[src/shared/gal_params.svh]
// Constants for the group absolute linear move block
`ifndef GAL_PARAMS_SVH
`define GAL_PARAMS_SVH

`define GAL_POS_W        32
`define GAL_AXES         6
`define GAL_GROUP_MIN    16'h0001
`define GAL_GROUP_MAX    16'h0010
`define GAL_MIN_AXES     3'h2
`define GAL_QUEUE_MAX    3'h5
`define GAL_BLEND_MAX    16'h0002

`define GAL_RST_GROUP    16'h0000
`define GAL_RST_POS      32'h0000_0000
`define GAL_RST_CODE     32'h0000_0000

`define GAL_ERR_GROUP    32'h0000_0001
`define GAL_ERR_AXES     32'h0000_0002
`define GAL_ERR_SPEED    32'h0000_0003
`define GAL_ERR_QUEUE    32'h0000_0004
`define GAL_ERR_BLEND    32'h0000_0005

`endif

[src/shared/gal_pkg.sv]
// Types for the group absolute linear move block
`include "gal_params.svh"

package gal_pkg;

  typedef logic [`GAL_POS_W-1:0] gal_word_t;

  // Gray codes along idle -> start -> move -> finish
  typedef enum logic [1:0] {
    GAL_IDLE   = 2'h0,
    GAL_START  = 2'h1,
    GAL_MOVE   = 2'h3,
    GAL_FINISH = 2'h2
  } gal_state_e;

  typedef struct packed {
    gal_state_e                   st;
    logic                         exec_prev;
    logic [15:0]                  group;
    logic [`GAL_AXES-1:0][`GAL_POS_W-1:0] tgt;
    gal_word_t                    speed;
    logic [2:0]                   queue;
    logic [1:0]                   blend;
    logic                         move_req;
    logic                         done;
    logic                         busy;
    logic                         active;
    logic                         aborted;
    logic                         error;
    gal_word_t                    code;
  } gal_regs_s;

endpackage : gal_pkg

[src/design/gal_group_abs_linear.sv]
// Group absolute linear move command block with execute handshake
`timescale 1ns/1ps
`include "gal_params.svh"

module gal_group_abs_linear (
  input  wire logic                          core_clk_in,
  input  wire logic                          nrst_in,
  input  wire logic                          en_in,
  input  wire logic                          execute_in,
  input  wire logic [15:0]                   axis_group_select_in,
  input  wire logic [`GAL_AXES-1:0][`GAL_POS_W-1:0] target_pos_in,
  input  wire gal_pkg::gal_word_t            speed_in,
  input  wire logic [2:0]                    queueing_behaviour_in,
  input  wire logic [15:0]                   corner_blend_select_in,
  input  wire logic [2:0]                    group_axes_enabled_in,
  input  wire logic                          motion_started_in,
  input  wire logic                          target_reached_in,
  input  wire logic                          preempt_in,
  input  wire logic                          motion_fault_in,
  input  wire gal_pkg::gal_word_t            motion_fault_code_in,
  output logic                               eno_out,
  output logic                               move_req_out,
  output logic [15:0]                        axis_group_select_out,
  output logic [`GAL_AXES-1:0][`GAL_POS_W-1:0] target_pos_out,
  output gal_pkg::gal_word_t                 speed_out,
  output logic [2:0]                         queueing_behaviour_out,
  output logic [1:0]                         corner_blend_select_out,
  output logic                               done_out,
  output logic                               busy_out,
  output logic                               active_out,
  output logic                               aborted_out,
  output logic                               error_out,
  output gal_pkg::gal_word_t                 fault_code_out
);
  import gal_pkg::*;

  gal_regs_s q;
  gal_regs_s d;

  logic      exec_rise;
  logic      bad_group;
  logic      bad_axes;
  logic      bad_speed;
  logic      bad_queue;
  logic      bad_blend;
  gal_word_t input_code;

  // ----------------------------------------------------------------
  // Input checks at capture
  // ----------------------------------------------------------------
  assign exec_rise = execute_in && !q.exec_prev;
  assign bad_group = (axis_group_select_in < `GAL_GROUP_MIN) ||
                     (axis_group_select_in > `GAL_GROUP_MAX);
  assign bad_axes  = group_axes_enabled_in < `GAL_MIN_AXES;
  assign bad_speed = speed_in[`GAL_POS_W-1] || (speed_in == '0);
  assign bad_queue = queueing_behaviour_in > `GAL_QUEUE_MAX;
  assign bad_blend = corner_blend_select_in > `GAL_BLEND_MAX;

  always_comb begin
    if (bad_group) begin
      input_code = `GAL_ERR_GROUP;
    end else if (bad_axes) begin
      input_code = `GAL_ERR_AXES;
    end else if (bad_speed) begin
      input_code = `GAL_ERR_SPEED;
    end else if (bad_queue) begin
      input_code = `GAL_ERR_QUEUE;
    end else if (bad_blend) begin
      input_code = `GAL_ERR_BLEND;
    end else begin
      input_code = `GAL_RST_CODE;
    end
  end

  // ----------------------------------------------------------------
  // Handshake state machine
  // ----------------------------------------------------------------
  always_comb begin
    d          = q;
    d.move_req = 1'b0;
    if (en_in) begin
      d.exec_prev = execute_in;
      case (q.st)
        GAL_IDLE: begin
          if (exec_rise && !q.busy) begin
            d.group = axis_group_select_in;
            d.tgt   = target_pos_in;
            d.speed = speed_in;
            d.queue = queueing_behaviour_in;
            d.blend = corner_blend_select_in[1:0];
            if (input_code != `GAL_RST_CODE) begin
              d.error = 1'b1;
              d.code  = input_code;
              d.st    = GAL_FINISH;
            end else begin
              d.busy     = 1'b1;
              d.move_req = 1'b1;
              d.st       = GAL_START;
            end
          end
        end
        GAL_START, GAL_MOVE: begin
          if (q.active && !execute_in) begin
            d.active = 1'b0;
          end
          if (preempt_in) begin
            d.aborted = 1'b1;
            d.busy    = 1'b0;
            d.active  = 1'b0;
            d.st      = GAL_FINISH;
          end else if (motion_fault_in) begin
            d.error  = 1'b1;
            d.code   = motion_fault_code_in;
            d.busy   = 1'b0;
            d.active = 1'b0;
            d.st     = GAL_FINISH;
          end else if (q.st == GAL_MOVE && target_reached_in) begin
            d.done   = 1'b1;
            d.busy   = 1'b0;
            d.active = 1'b0;
            d.st     = GAL_FINISH;
          end else if (q.st == GAL_START && motion_started_in) begin
            d.active = 1'b1;
            d.st     = GAL_MOVE;
          end
        end
        GAL_FINISH: begin
          // Results stand while execute is held; one cycle if it is already low
          if (!execute_in) begin
            d.done    = 1'b0;
            d.aborted = 1'b0;
            d.error   = 1'b0;
            d.code    = `GAL_RST_CODE;
            d.st      = GAL_IDLE;
          end
        end
        default: begin
          d.st = GAL_IDLE;
        end
      endcase
    end
  end

  always_ff @(posedge core_clk_in or negedge nrst_in) begin
    if (!nrst_in) begin
      q.st        <= GAL_IDLE;
      q.exec_prev <= 1'b0;
      q.group     <= `GAL_RST_GROUP;
      q.tgt       <= '0;
      q.speed     <= `GAL_RST_POS;
      q.queue     <= 3'h0;
      q.blend     <= 2'h0;
      q.move_req  <= 1'b0;
      q.done      <= 1'b0;
      q.busy      <= 1'b0;
      q.active    <= 1'b0;
      q.aborted   <= 1'b0;
      q.error     <= 1'b0;
      q.code      <= `GAL_RST_CODE;
    end else begin
      q <= d;
    end
  end

  // ----------------------------------------------------------------
  // Outputs
  // ----------------------------------------------------------------
  assign eno_out                 = en_in;
  assign move_req_out            = q.move_req;
  assign axis_group_select_out   = q.group;
  assign target_pos_out          = q.tgt;
  assign speed_out               = q.speed;
  assign queueing_behaviour_out  = q.queue;
  assign corner_blend_select_out = q.blend;
  assign done_out                = q.done;
  assign busy_out                = q.busy;
  assign active_out              = q.active;
  assign aborted_out             = q.aborted;
  assign error_out               = q.error;
  assign fault_code_out          = q.code;
endmodule : gal_group_abs_linear

[config.mk]
export PLATFORM = sky130hd
export DESIGN_NAME = gal_group_abs_linear
export DESIGN_NICKNAME = d
export VERILOG_FILES = /design/src/shared/gal_pkg.sv /design/src/design/gal_group_abs_linear.sv
export VERILOG_INCLUDE_DIRS = /design/src /design/src/shared
export SDC_FILE = /design/constraint.sdc
export NUM_CORES = 1
export LEC_CHECK = 0
export BUFFER_PORTS_ARGS = -buffer_cell sky130_fd_sc_hd__buf_4
export CELL_PAD_IN_SITES_DETAIL_PLACEMENT = 1
export CELL_PAD_IN_SITES_GLOBAL_PLACEMENT = 1
export CORE_AREA = 4 4 227 229
export CTS_CLUSTER_SIZE = 10
export DETAILED_ROUTE_END_ITERATION = 7
export DIE_AREA = 0 0 231 233
export PLACE_DENSITY = 0.68
export SLEW_MARGIN = 20
export SYNTH_ARGS = -nofsm -noshare
export SYNTH_HDL_FRONTEND = slang
export SYNTH_SLANG_ARGS = --single-unit
[constraint.sdc]
create_clock -name core_clk_in -period 4.4 [get_ports core_clk_in]
set_clock_uncertainty 0.1 [all_clocks]
set_input_delay 0.66 -clock core_clk_in [delete_from_list [all_inputs] [get_ports core_clk_in]]
set_output_delay 0.66 -clock core_clk_in [all_outputs]
set_load 0.03 [all_outputs]
==> metrics, run 1 <==
status finished, final reports clean; vias in the first global route 9381; max-slew violation count 0; Die X-Extent 231 um; kind of end point of the critical path flop; CTS clk-pin slew, worst paths 0.06 ns; first-pass GRT wire length 59100 um; maximum clock path buffer count 3; share of synthesized area occupied by flip-flops and latches 0.509; number of max-cap violations 0; synthesized instance count 955; worst slew margin relative to its limit 0.472; post-layout min period 2.77 ns; post-route worst setup slack 1.63 ns; top post-synthesis cells by area sky130_fd_sc_hd__dfrtp_1 (51%), sky130_fd_sc_hd__mux2_4 (21%), sky130_fd_sc_hd__buf_4 (15%); total placed instance area 0.0169 mm^2; Placer Congestion 0.793; net count after synthesis 1257; warnings from Yosys 0; cell leakage power 9.30 nW; distinct cell type count of the synthesized netlist 39; clock tree from TritonCTS done; layout cell share with drive strength beyond 1 0.696; unrepaired setup endpoints after global routing no; Die Y 233 um; Worst Path Arrival 3.08 ns; power density over the cells 807 mW/mm^2; vias post-DR 8262; mean post-synth cell area 14.7 um^2; kind of start point of the critical path flop; post-layout util 0.362; Post-CTS Repair Setup Buffers 0; cell area after layout 0.0180 mm^2; vias per cell 4.19; DP Wirelength 30800 um; Initial Utilization 0.283; crit path kind flop to flop; top-level I/O count 586; maximum fanout count along the critical path 26; count of hold-fix buffers inserted at cts 0; clock root buffer master sky130_fd_sc_hd__clkbuf_16; remaining antenna violation count after routing 0; pin count of the biggest net entering global routing 101; actual slew at the worst max-slew pin 0.792 ns; aggregate routed wire length 40400 um; antenna violations before repair 2; number of filler cells placed in the layout 5337; detailed router's first-iteration violation count 288; terminus of the critical flop-to-flop path target_pos_out[105]; number of buffers created by CTS 37; required time worst endpoint 4.70 ns; # nets final 1583; Total GRT Usage 0.142; Tcrit/Tclk final 0.630; growth of design area from synthesis to finish 28.1%; summed instance area of the synthesized netlist 0.0140 mm^2; H-Tree Level Count 2; post-route worst hold slack 0.0974 ns; most area-hungry cell type in the Yosys netlist sky130_fd_sc_hd__dfrtp_1; Fmax 361 MHz; final routed wire length divided by cell count 20.5 um; reg2reg path depth 5; class of the tightest hold or removal check input pin to async pin; setup-violating endpoint count in the final report 0; floorplan core area 0.0497 mm^2; count of standard-cell rows 82; critical register-to-register path startpoint q[285]; total inserted antenna cells 0; number of detailed-route iterations in the first pass 4; Die Footprint 0.0538 mm^2; top cell type's share of synthesized area 0.509; number of gates resized after cts 0; Sum Neg Setup Slack 0 ns; gr ovfl total 0; Port Buf Inserts 584; # clock sinks 286; number of remaining DRC errors 0; number of storage elements in the synthesis netlist 286; count of endpoints failing hold in the final timing report 0; Peak supply drop 0.477 mV; worst reg2reg setup slack 1.63 ns; worst skew pair latency 0.53 ns; DP Worst Slack 1.05 ns
==> registers in the layout (all words and copies together), names as in the netlist <==
name                     count
q                            3
axis_group_select_out       16
error_out                    1
move_req_out                 1
busy_out                     1
corner_blend_select_out      2
done_out                     1
fault_code_out              32
target_pos_out             192
active_out                   1
speed_out                   32
queueing_behaviour_out       3
aborted_out                  1
==> worst max-delay path: stages (launching register included) <==
cell	delay, ns
sky130_fd_sc_hd__dfrtp_1	0.51
sky130_fd_sc_hd__nor2b_1	0.21
sky130_fd_sc_hd__o31ai_1	0.33
sky130_fd_sc_hd__or3_4	0.61
sky130_fd_sc_hd__buf_4	0.51
sky130_fd_sc_hd__mux2_4	0.34
==> where the power goes <==
part,switching [W],leakage [nW],internal [W],total [W]
sequential,0.000724,3.47,0.00381,0.00454
combinational,0.00382,5.28,0.00329,0.00712
clock,0.00112,0.554,0.00174,0.00286
total,0.00567,9.30,0.00884,0.0145
==> metrics by stage <==
| step | power [W] | instances |
|---|---|---|
| 2_1_floorplan | 0.0107 | 955 |
| 3_3_place_gp | 0.0116 | 1914 |
| 3_5_place_dp | 0.0117 | 1914 |
| 4_1_cts | 0.0147 | 1970 |
| 5_1_grt | 0.0152 | 1970 |
| 6_report | 0.0145 | 1970 |
==> logic make-up (layout without fill, tap and decap cells) <==
family | after synthesis | in the layout | synth area share
simple gates | 48 | 48 | 0.0198
buf+inv | 318 | 661 | 0.188
compound gates | 55 | 55 | 0.0311
flops | 286 | 286 | 0.509
xor+xnor | 1 | 1 | 0.000624
mux | 247 | 247 | 0.251
==> final cells by class <==
class                           count  area [um^2]  area share
Sequential cell                   286         7160       0.398
Timing Repair Buffer              601         4580       0.255
Multi-Input combinational cell    351         4270       0.237
Clock buffer                       50         1070      0.0593
Tap cell                          672          841      0.0467
Clock inverter                      6         61.3     0.00341
Inverter                            4         15.0    0.000834
==> cell usage in the layout, fill, tap and decap left out, types with 3 or more instances in the layout <==
cell type / n
sky130_fd_sc_hd__nor2_1: 7
sky130_fd_sc_hd__o21ai_0: 5
sky130_fd_sc_hd__a21oi_1: 5
sky130_fd_sc_hd__nor4_1: 14
sky130_fd_sc_hd__nand2_1: 9
sky130_fd_sc_hd__clkbuf_16: 39
sky130_fd_sc_hd__mux2_4: 200
sky130_fd_sc_hd__clkbuf_8: 5
sky130_fd_sc_hd__clkbuf_1: 6
sky130_fd_sc_hd__a22o_1: 30
sky130_fd_sc_hd__clkinv_2: 3
sky130_fd_sc_hd__buf_12: 5
sky130_fd_sc_hd__inv_1: 4
sky130_fd_sc_hd__buf_4: 595
sky130_fd_sc_hd__mux2_2: 47
sky130_fd_sc_hd__dfrtp_1: 286
==> layer usage <==
metal	part of all wire	vias to the layer above	wire length [um]	track usage
met5	0	-	0	0
met4	0.025	0	1000	0.0459
met3	0.091	65	3670	0.0558
met2	0.51	349	20500	0.249
met1	0.38	4210	15200	0.159
li1	-	3638	-	-
==> synth_stat cells <==
| cell type | instances |
|---|---|
| sky130_fd_sc_hd__a22o_1 | 30 |
| sky130_fd_sc_hd__buf_6 | 5 |
| sky130_fd_sc_hd__or3_1 | 3 |
| sky130_fd_sc_hd__nand3_1 | 1 |
| sky130_fd_sc_hd__o41ai_1 | 1 |
| sky130_fd_sc_hd__a211oi_1 | 2 |
| sky130_fd_sc_hd__o311a_1 | 1 |
| sky130_fd_sc_hd__nand2_1 | 9 |
| sky130_fd_sc_hd__nand4_1 | 2 |
| sky130_fd_sc_hd__or4b_2 | 1 |
| sky130_fd_sc_hd__inv_1 | 4 |
| sky130_fd_sc_hd__nor4_1 | 14 |
| sky130_fd_sc_hd__nor4b_4 | 1 |
| sky130_fd_sc_hd__o31ai_2 | 1 |
| sky130_fd_sc_hd__dfrtp_1 | 286 |
| sky130_fd_sc_hd__a221o_1 | 1 |
| sky130_fd_sc_hd__buf_4 | 278 |
| sky130_fd_sc_hd__buf_12 | 22 |
| sky130_fd_sc_hd__o211ai_1 | 1 |
| sky130_fd_sc_hd__and3_1 | 2 |
| sky130_fd_sc_hd__nor2b_1 | 1 |
| sky130_fd_sc_hd__a21oi_1 | 5 |
| sky130_fd_sc_hd__a21o_1 | 2 |
| sky130_fd_sc_hd__nor2_1 | 8 |
| sky130_fd_sc_hd__and4_1 | 1 |
| sky130_fd_sc_hd__mux2_2 | 47 |
| sky130_fd_sc_hd__mux2_4 | 200 |
| sky130_fd_sc_hd__xnor2_1 | 1 |
| sky130_fd_sc_hd__o21ai_0 | 5 |
| sky130_fd_sc_hd__clkbuf_1 | 7 |
| sky130_fd_sc_hd__nor3_1 | 2 |
| sky130_fd_sc_hd__a32oi_1 | 1 |
| sky130_fd_sc_hd__o21bai_1 | 1 |
| sky130_fd_sc_hd__a22oi_1 | 2 |
| sky130_fd_sc_hd__nand2b_1 | 2 |
| sky130_fd_sc_hd__o31ai_1 | 1 |
| sky130_fd_sc_hd__and2_1 | 1 |
| sky130_fd_sc_hd__o22ai_1 | 1 |
| sky130_fd_sc_hd__buf_2 | 2 |
==> how the worst max path moves through the flow <==
stage | from | endpoint | slack [ns] | cells past startpoint
global route | q[285] | target_pos_out[94] | 1.46 | 5
finish | q[285] | target_pos_out[105] | 1.63 | 5
detailed placement | speed_in[1] | fault_code_out[1] | 1.05 | 7
floorplan | axis_group_select_in[3] | fault_code_out[0] | 2.08 | 6
CTS | q[285] | target_pos_out[94] | 1.62 | 5
global placement | speed_in[1] | fault_code_out[1] | 1.07 | 7
Power figures use the tool's default switching activity.
==> run 2, diff against run 1 <==
--- a/config.mk
+++ b/config.mk
@@ -9,11 +9,12 @@
 export BUFFER_PORTS_ARGS = -buffer_cell sky130_fd_sc_hd__buf_4
 export CELL_PAD_IN_SITES_DETAIL_PLACEMENT = 1
 export CELL_PAD_IN_SITES_GLOBAL_PLACEMENT = 1
-export CORE_AREA = 4 4 227 229
+export CORE_ASPECT_RATIO = 0.6
+export CORE_MARGIN = 4
+export CORE_UTILIZATION = 34
 export CTS_CLUSTER_SIZE = 10
 export DETAILED_ROUTE_END_ITERATION = 7
-export DIE_AREA = 0 0 231 233
-export PLACE_DENSITY = 0.68
+export PLACE_DENSITY = 0.81
 export SLEW_MARGIN = 20
 export SYNTH_ARGS = -nofsm -noshare
 export SYNTH_HDL_FRONTEND = slang
==> constraint.sdc (replaced) <==
create_clock -name core_clk_in -period 2.2 [get_ports core_clk_in]
set_clock_uncertainty 0.1 [all_clocks]
set_input_delay 0.33 -clock core_clk_in [delete_from_list [all_inputs] [get_ports core_clk_in]]
set_output_delay 0.33 -clock core_clk_in [all_outputs]
set_load 0.03 [all_outputs]
==> run 2 against run 1 <==
Against the previous run: the run now ends with negative setup slack left; register-to-register slack worse by 1.6 ns; clock power rose by 77%; highest routed layer is now met5; die area decreased by 17%; combinational power grew 120%; critical endpoint is now fault_code_out[23]; via count is 19% higher; setup slack got worse by 1.6 ns.
==> metrics, run 2 (synthesized netlist as in run 1, its figures left out) <==
terminus of the critical flop-to-flop path speed_out[3]; switching share of power 0.412; unrepaired setup endpoints after global routing yes; clock root buffer master sky130_fd_sc_hd__clkbuf_16; post-layout min period 2.22 ns; Fmax 451 MHz; critical register-to-register path startpoint q[285]; relative contribution of sequential cells to total power 0.316; number of buffers created by CTS 34; Die Y 165 um; power density over the cells 1430 mW/mm^2; number of flip-flops in the largest register 192; clock tree from TritonCTS done; slowest stage cell, crit path sky130_fd_sc_hd__dlygate4sd3_1; most frequent standard cell in the layout excluding fill and tap cells sky130_fd_sc_hd__buf_4; crit-path cells dlygate4sd3_1 -> buf_4 -> nor4_4 -> nand4_1 -> o21bai_1 -> buf_4 -> o31ai_4 -> buf_12 -> a22o_1; worst slew margin relative to its limit 0.582; kind of start point of the critical path input pin; maximum fanout count along the critical path 28; Net Sw Power 0.0123 W; dominant cell type by count on the critical path sky130_fd_sc_hd__buf_4; Port Buf Inserts 584; worst reg2reg setup slack 0.01 ns; number of detailed-route iterations in the first pass 5; setup-violating endpoint count in the final report 9; Design Power 0.0299 W; violations in the final reports negative setup slack; Peak supply drop 0.796 mV; Total GRT Usage 0.227; growth of design area from synthesis to finish 49.1%; total placed instance area 0.0171 mm^2; vias post-DR 9861; Tcrit/Tclk final 1.01; post-route worst setup slack -0.0166 ns; count of standard-cell rows 57; endpoint with the worst hold slack active_out; antenna violations before repair 4; DP Wirelength 32700 um; required time worst endpoint 2.47 ns; part of the total power dissipated in combinational logic 0.515; status complete, but fails checks; placed cells 1812; number of max-cap violations 0; aggregate routed wire length 53500 um; Die Footprint 0.0447 mm^2; pin count of the biggest net entering global routing 68; internal power 0.0176 W; kind of end point of the critical path flop; beginning of the critical path speed_in[11]; hold path startpoint preempt_in; Final Instance Count excl. Fillers 2136; Initial Utilization 0.346; worst skew pair latency 0.50 ns; top-level I/O count 586; cell area after layout 0.0210 mm^2; commonest cells after routing, fill and taps aside sky130_fd_sc_hd__buf_4 (622), sky130_fd_sc_hd__dfrtp_1 (286), sky130_fd_sc_hd__dlygate4sd3_1 (279), sky130_fd_sc_hd__mux2_4 (200), sky130_fd_sc_hd__mux2_2 (47); final routed wire length divided by cell count 25.1 um; Worst Path Arrival 2.49 ns; cell leakage power 10.6 nW; CTS clk-pin slew, worst paths 0.06 ns; vias in the first global route 11600; # nets final 1901; DP Worst Slack -0.247 ns; reg2reg path depth 6; slowest stage delay, CP 0.55 ns; maximum clock path buffer count 3; remaining antenna violation count after routing 0; actual slew at the worst max-slew pin 0.628 ns; vias per cell 4.62; depth of the worst hold-timing path 3; layout cell share with drive strength beyond 1 0.588; H-Tree Level Count 2; # clock sinks 286; crit path kind input pin to flop; number of remaining DRC errors 0; class of the tightest hold or removal check input pin to flop; Clock Power Share 0.169; gr ovfl total 0; floorplan core area 0.0407 mm^2; max-slew violation count 0; Die X-Extent 270 um; count of endpoints failing hold in the final timing report 0; detailed router's first-iteration violation count 391; Placer Congestion 0.844; first-pass GRT wire length 77200 um
## run 2: cell count changes in the layout (fill, tap and decap cells not counted), moves of 4 or more
cell and change:
sky130_fd_sc_hd__clkbuf_1 -4, sky130_fd_sc_hd__buf_12 +5, sky130_fd_sc_hd__nor4_1 -6, sky130_fd_sc_hd__buf_6 +6, sky130_fd_sc_hd__buf_4 +27, sky130_fd_sc_hd__dlygate4sd3_1 +279
sky130_fd_sc_hd__clkbuf_8 -4
## run 2: layer usage
layer | wire length (um) | vias to the layer above | GRT usage
met5 | 4 | - | 0
met4 | 1850 | 2 | 0.0783
met3 | 2830 | 104 | 0.0544
met2 | 29000 | 366 | 0.433
met1 | 19800 | 5125 | 0.249
li1 | - | 4264 | -
## run 2: worst max path at each step
stage / endpoint
after floorplan: axis_group_select_out[0]
after global placement: error_out
after detailed placement: fault_code_out[3]
after CTS: speed_out[6]
after global routing: speed_out[26]
final: fault_code_out[23]
## run 2: layout make-up
type / instances / area [um^2]
clock inverters: 1 / 8.76
fillers: 4099 / 19700
well taps: 531 / 664
diodes: 3 / 7.51
inverters: 4 / 15.0
multi-input cells: 351 / 4350
clock buffers: 38 / 897
flip-flops and latches: 286 / 7160
repair buffers: 922 / 7850
## run 2: critical path: cells and delay by family
| kind | cells | cell delay [ns] |
|---|---|---|
| buf+inv | 4 | 1.06 |
| compound gates | 3 | 0.54 |
| simple gates | 2 | 0.54 |
## run 2: what timing repair did
item                                   4_1_cts  5_1_grt
resized for setup                            4       20
setup endpoints to repair                   54       97
setup buffers                                0        1
endpoints found under the hold margin      330        0
pin swaps                                    0        2
hold buffers                               279        0
gates cloned                                 0        2
## run 2: power groups by stage
stage	Sequential, W	Clock, W	Combinational (W)
4_1_cts	0.00920	0.00514	0.0151
3_5_place_dp	0.00919	0	0.0146
2_1_floorplan	0.00861	0	0.0128
3_3_place_gp	0.00901	0	0.0143
6_report	0.00947	0.00505	0.0154
5_1_grt	0.00968	0.00543	0.0159
## run 2: through the flow
step | util | hold WS, ns | TNS, ns
6_report | 0.515 | 0.0664 | -0.0518
5_1_grt | 0.515 | 0.0598 | -0.701
4_1_cts | 0.511 | 0.0166 | 0
2_1_floorplan | - | -0.0656 | 0
3_3_place_gp | 0.420 | 0.249 | -3.94
3_5_place_dp | 0.420 | 0.255 | -8.07
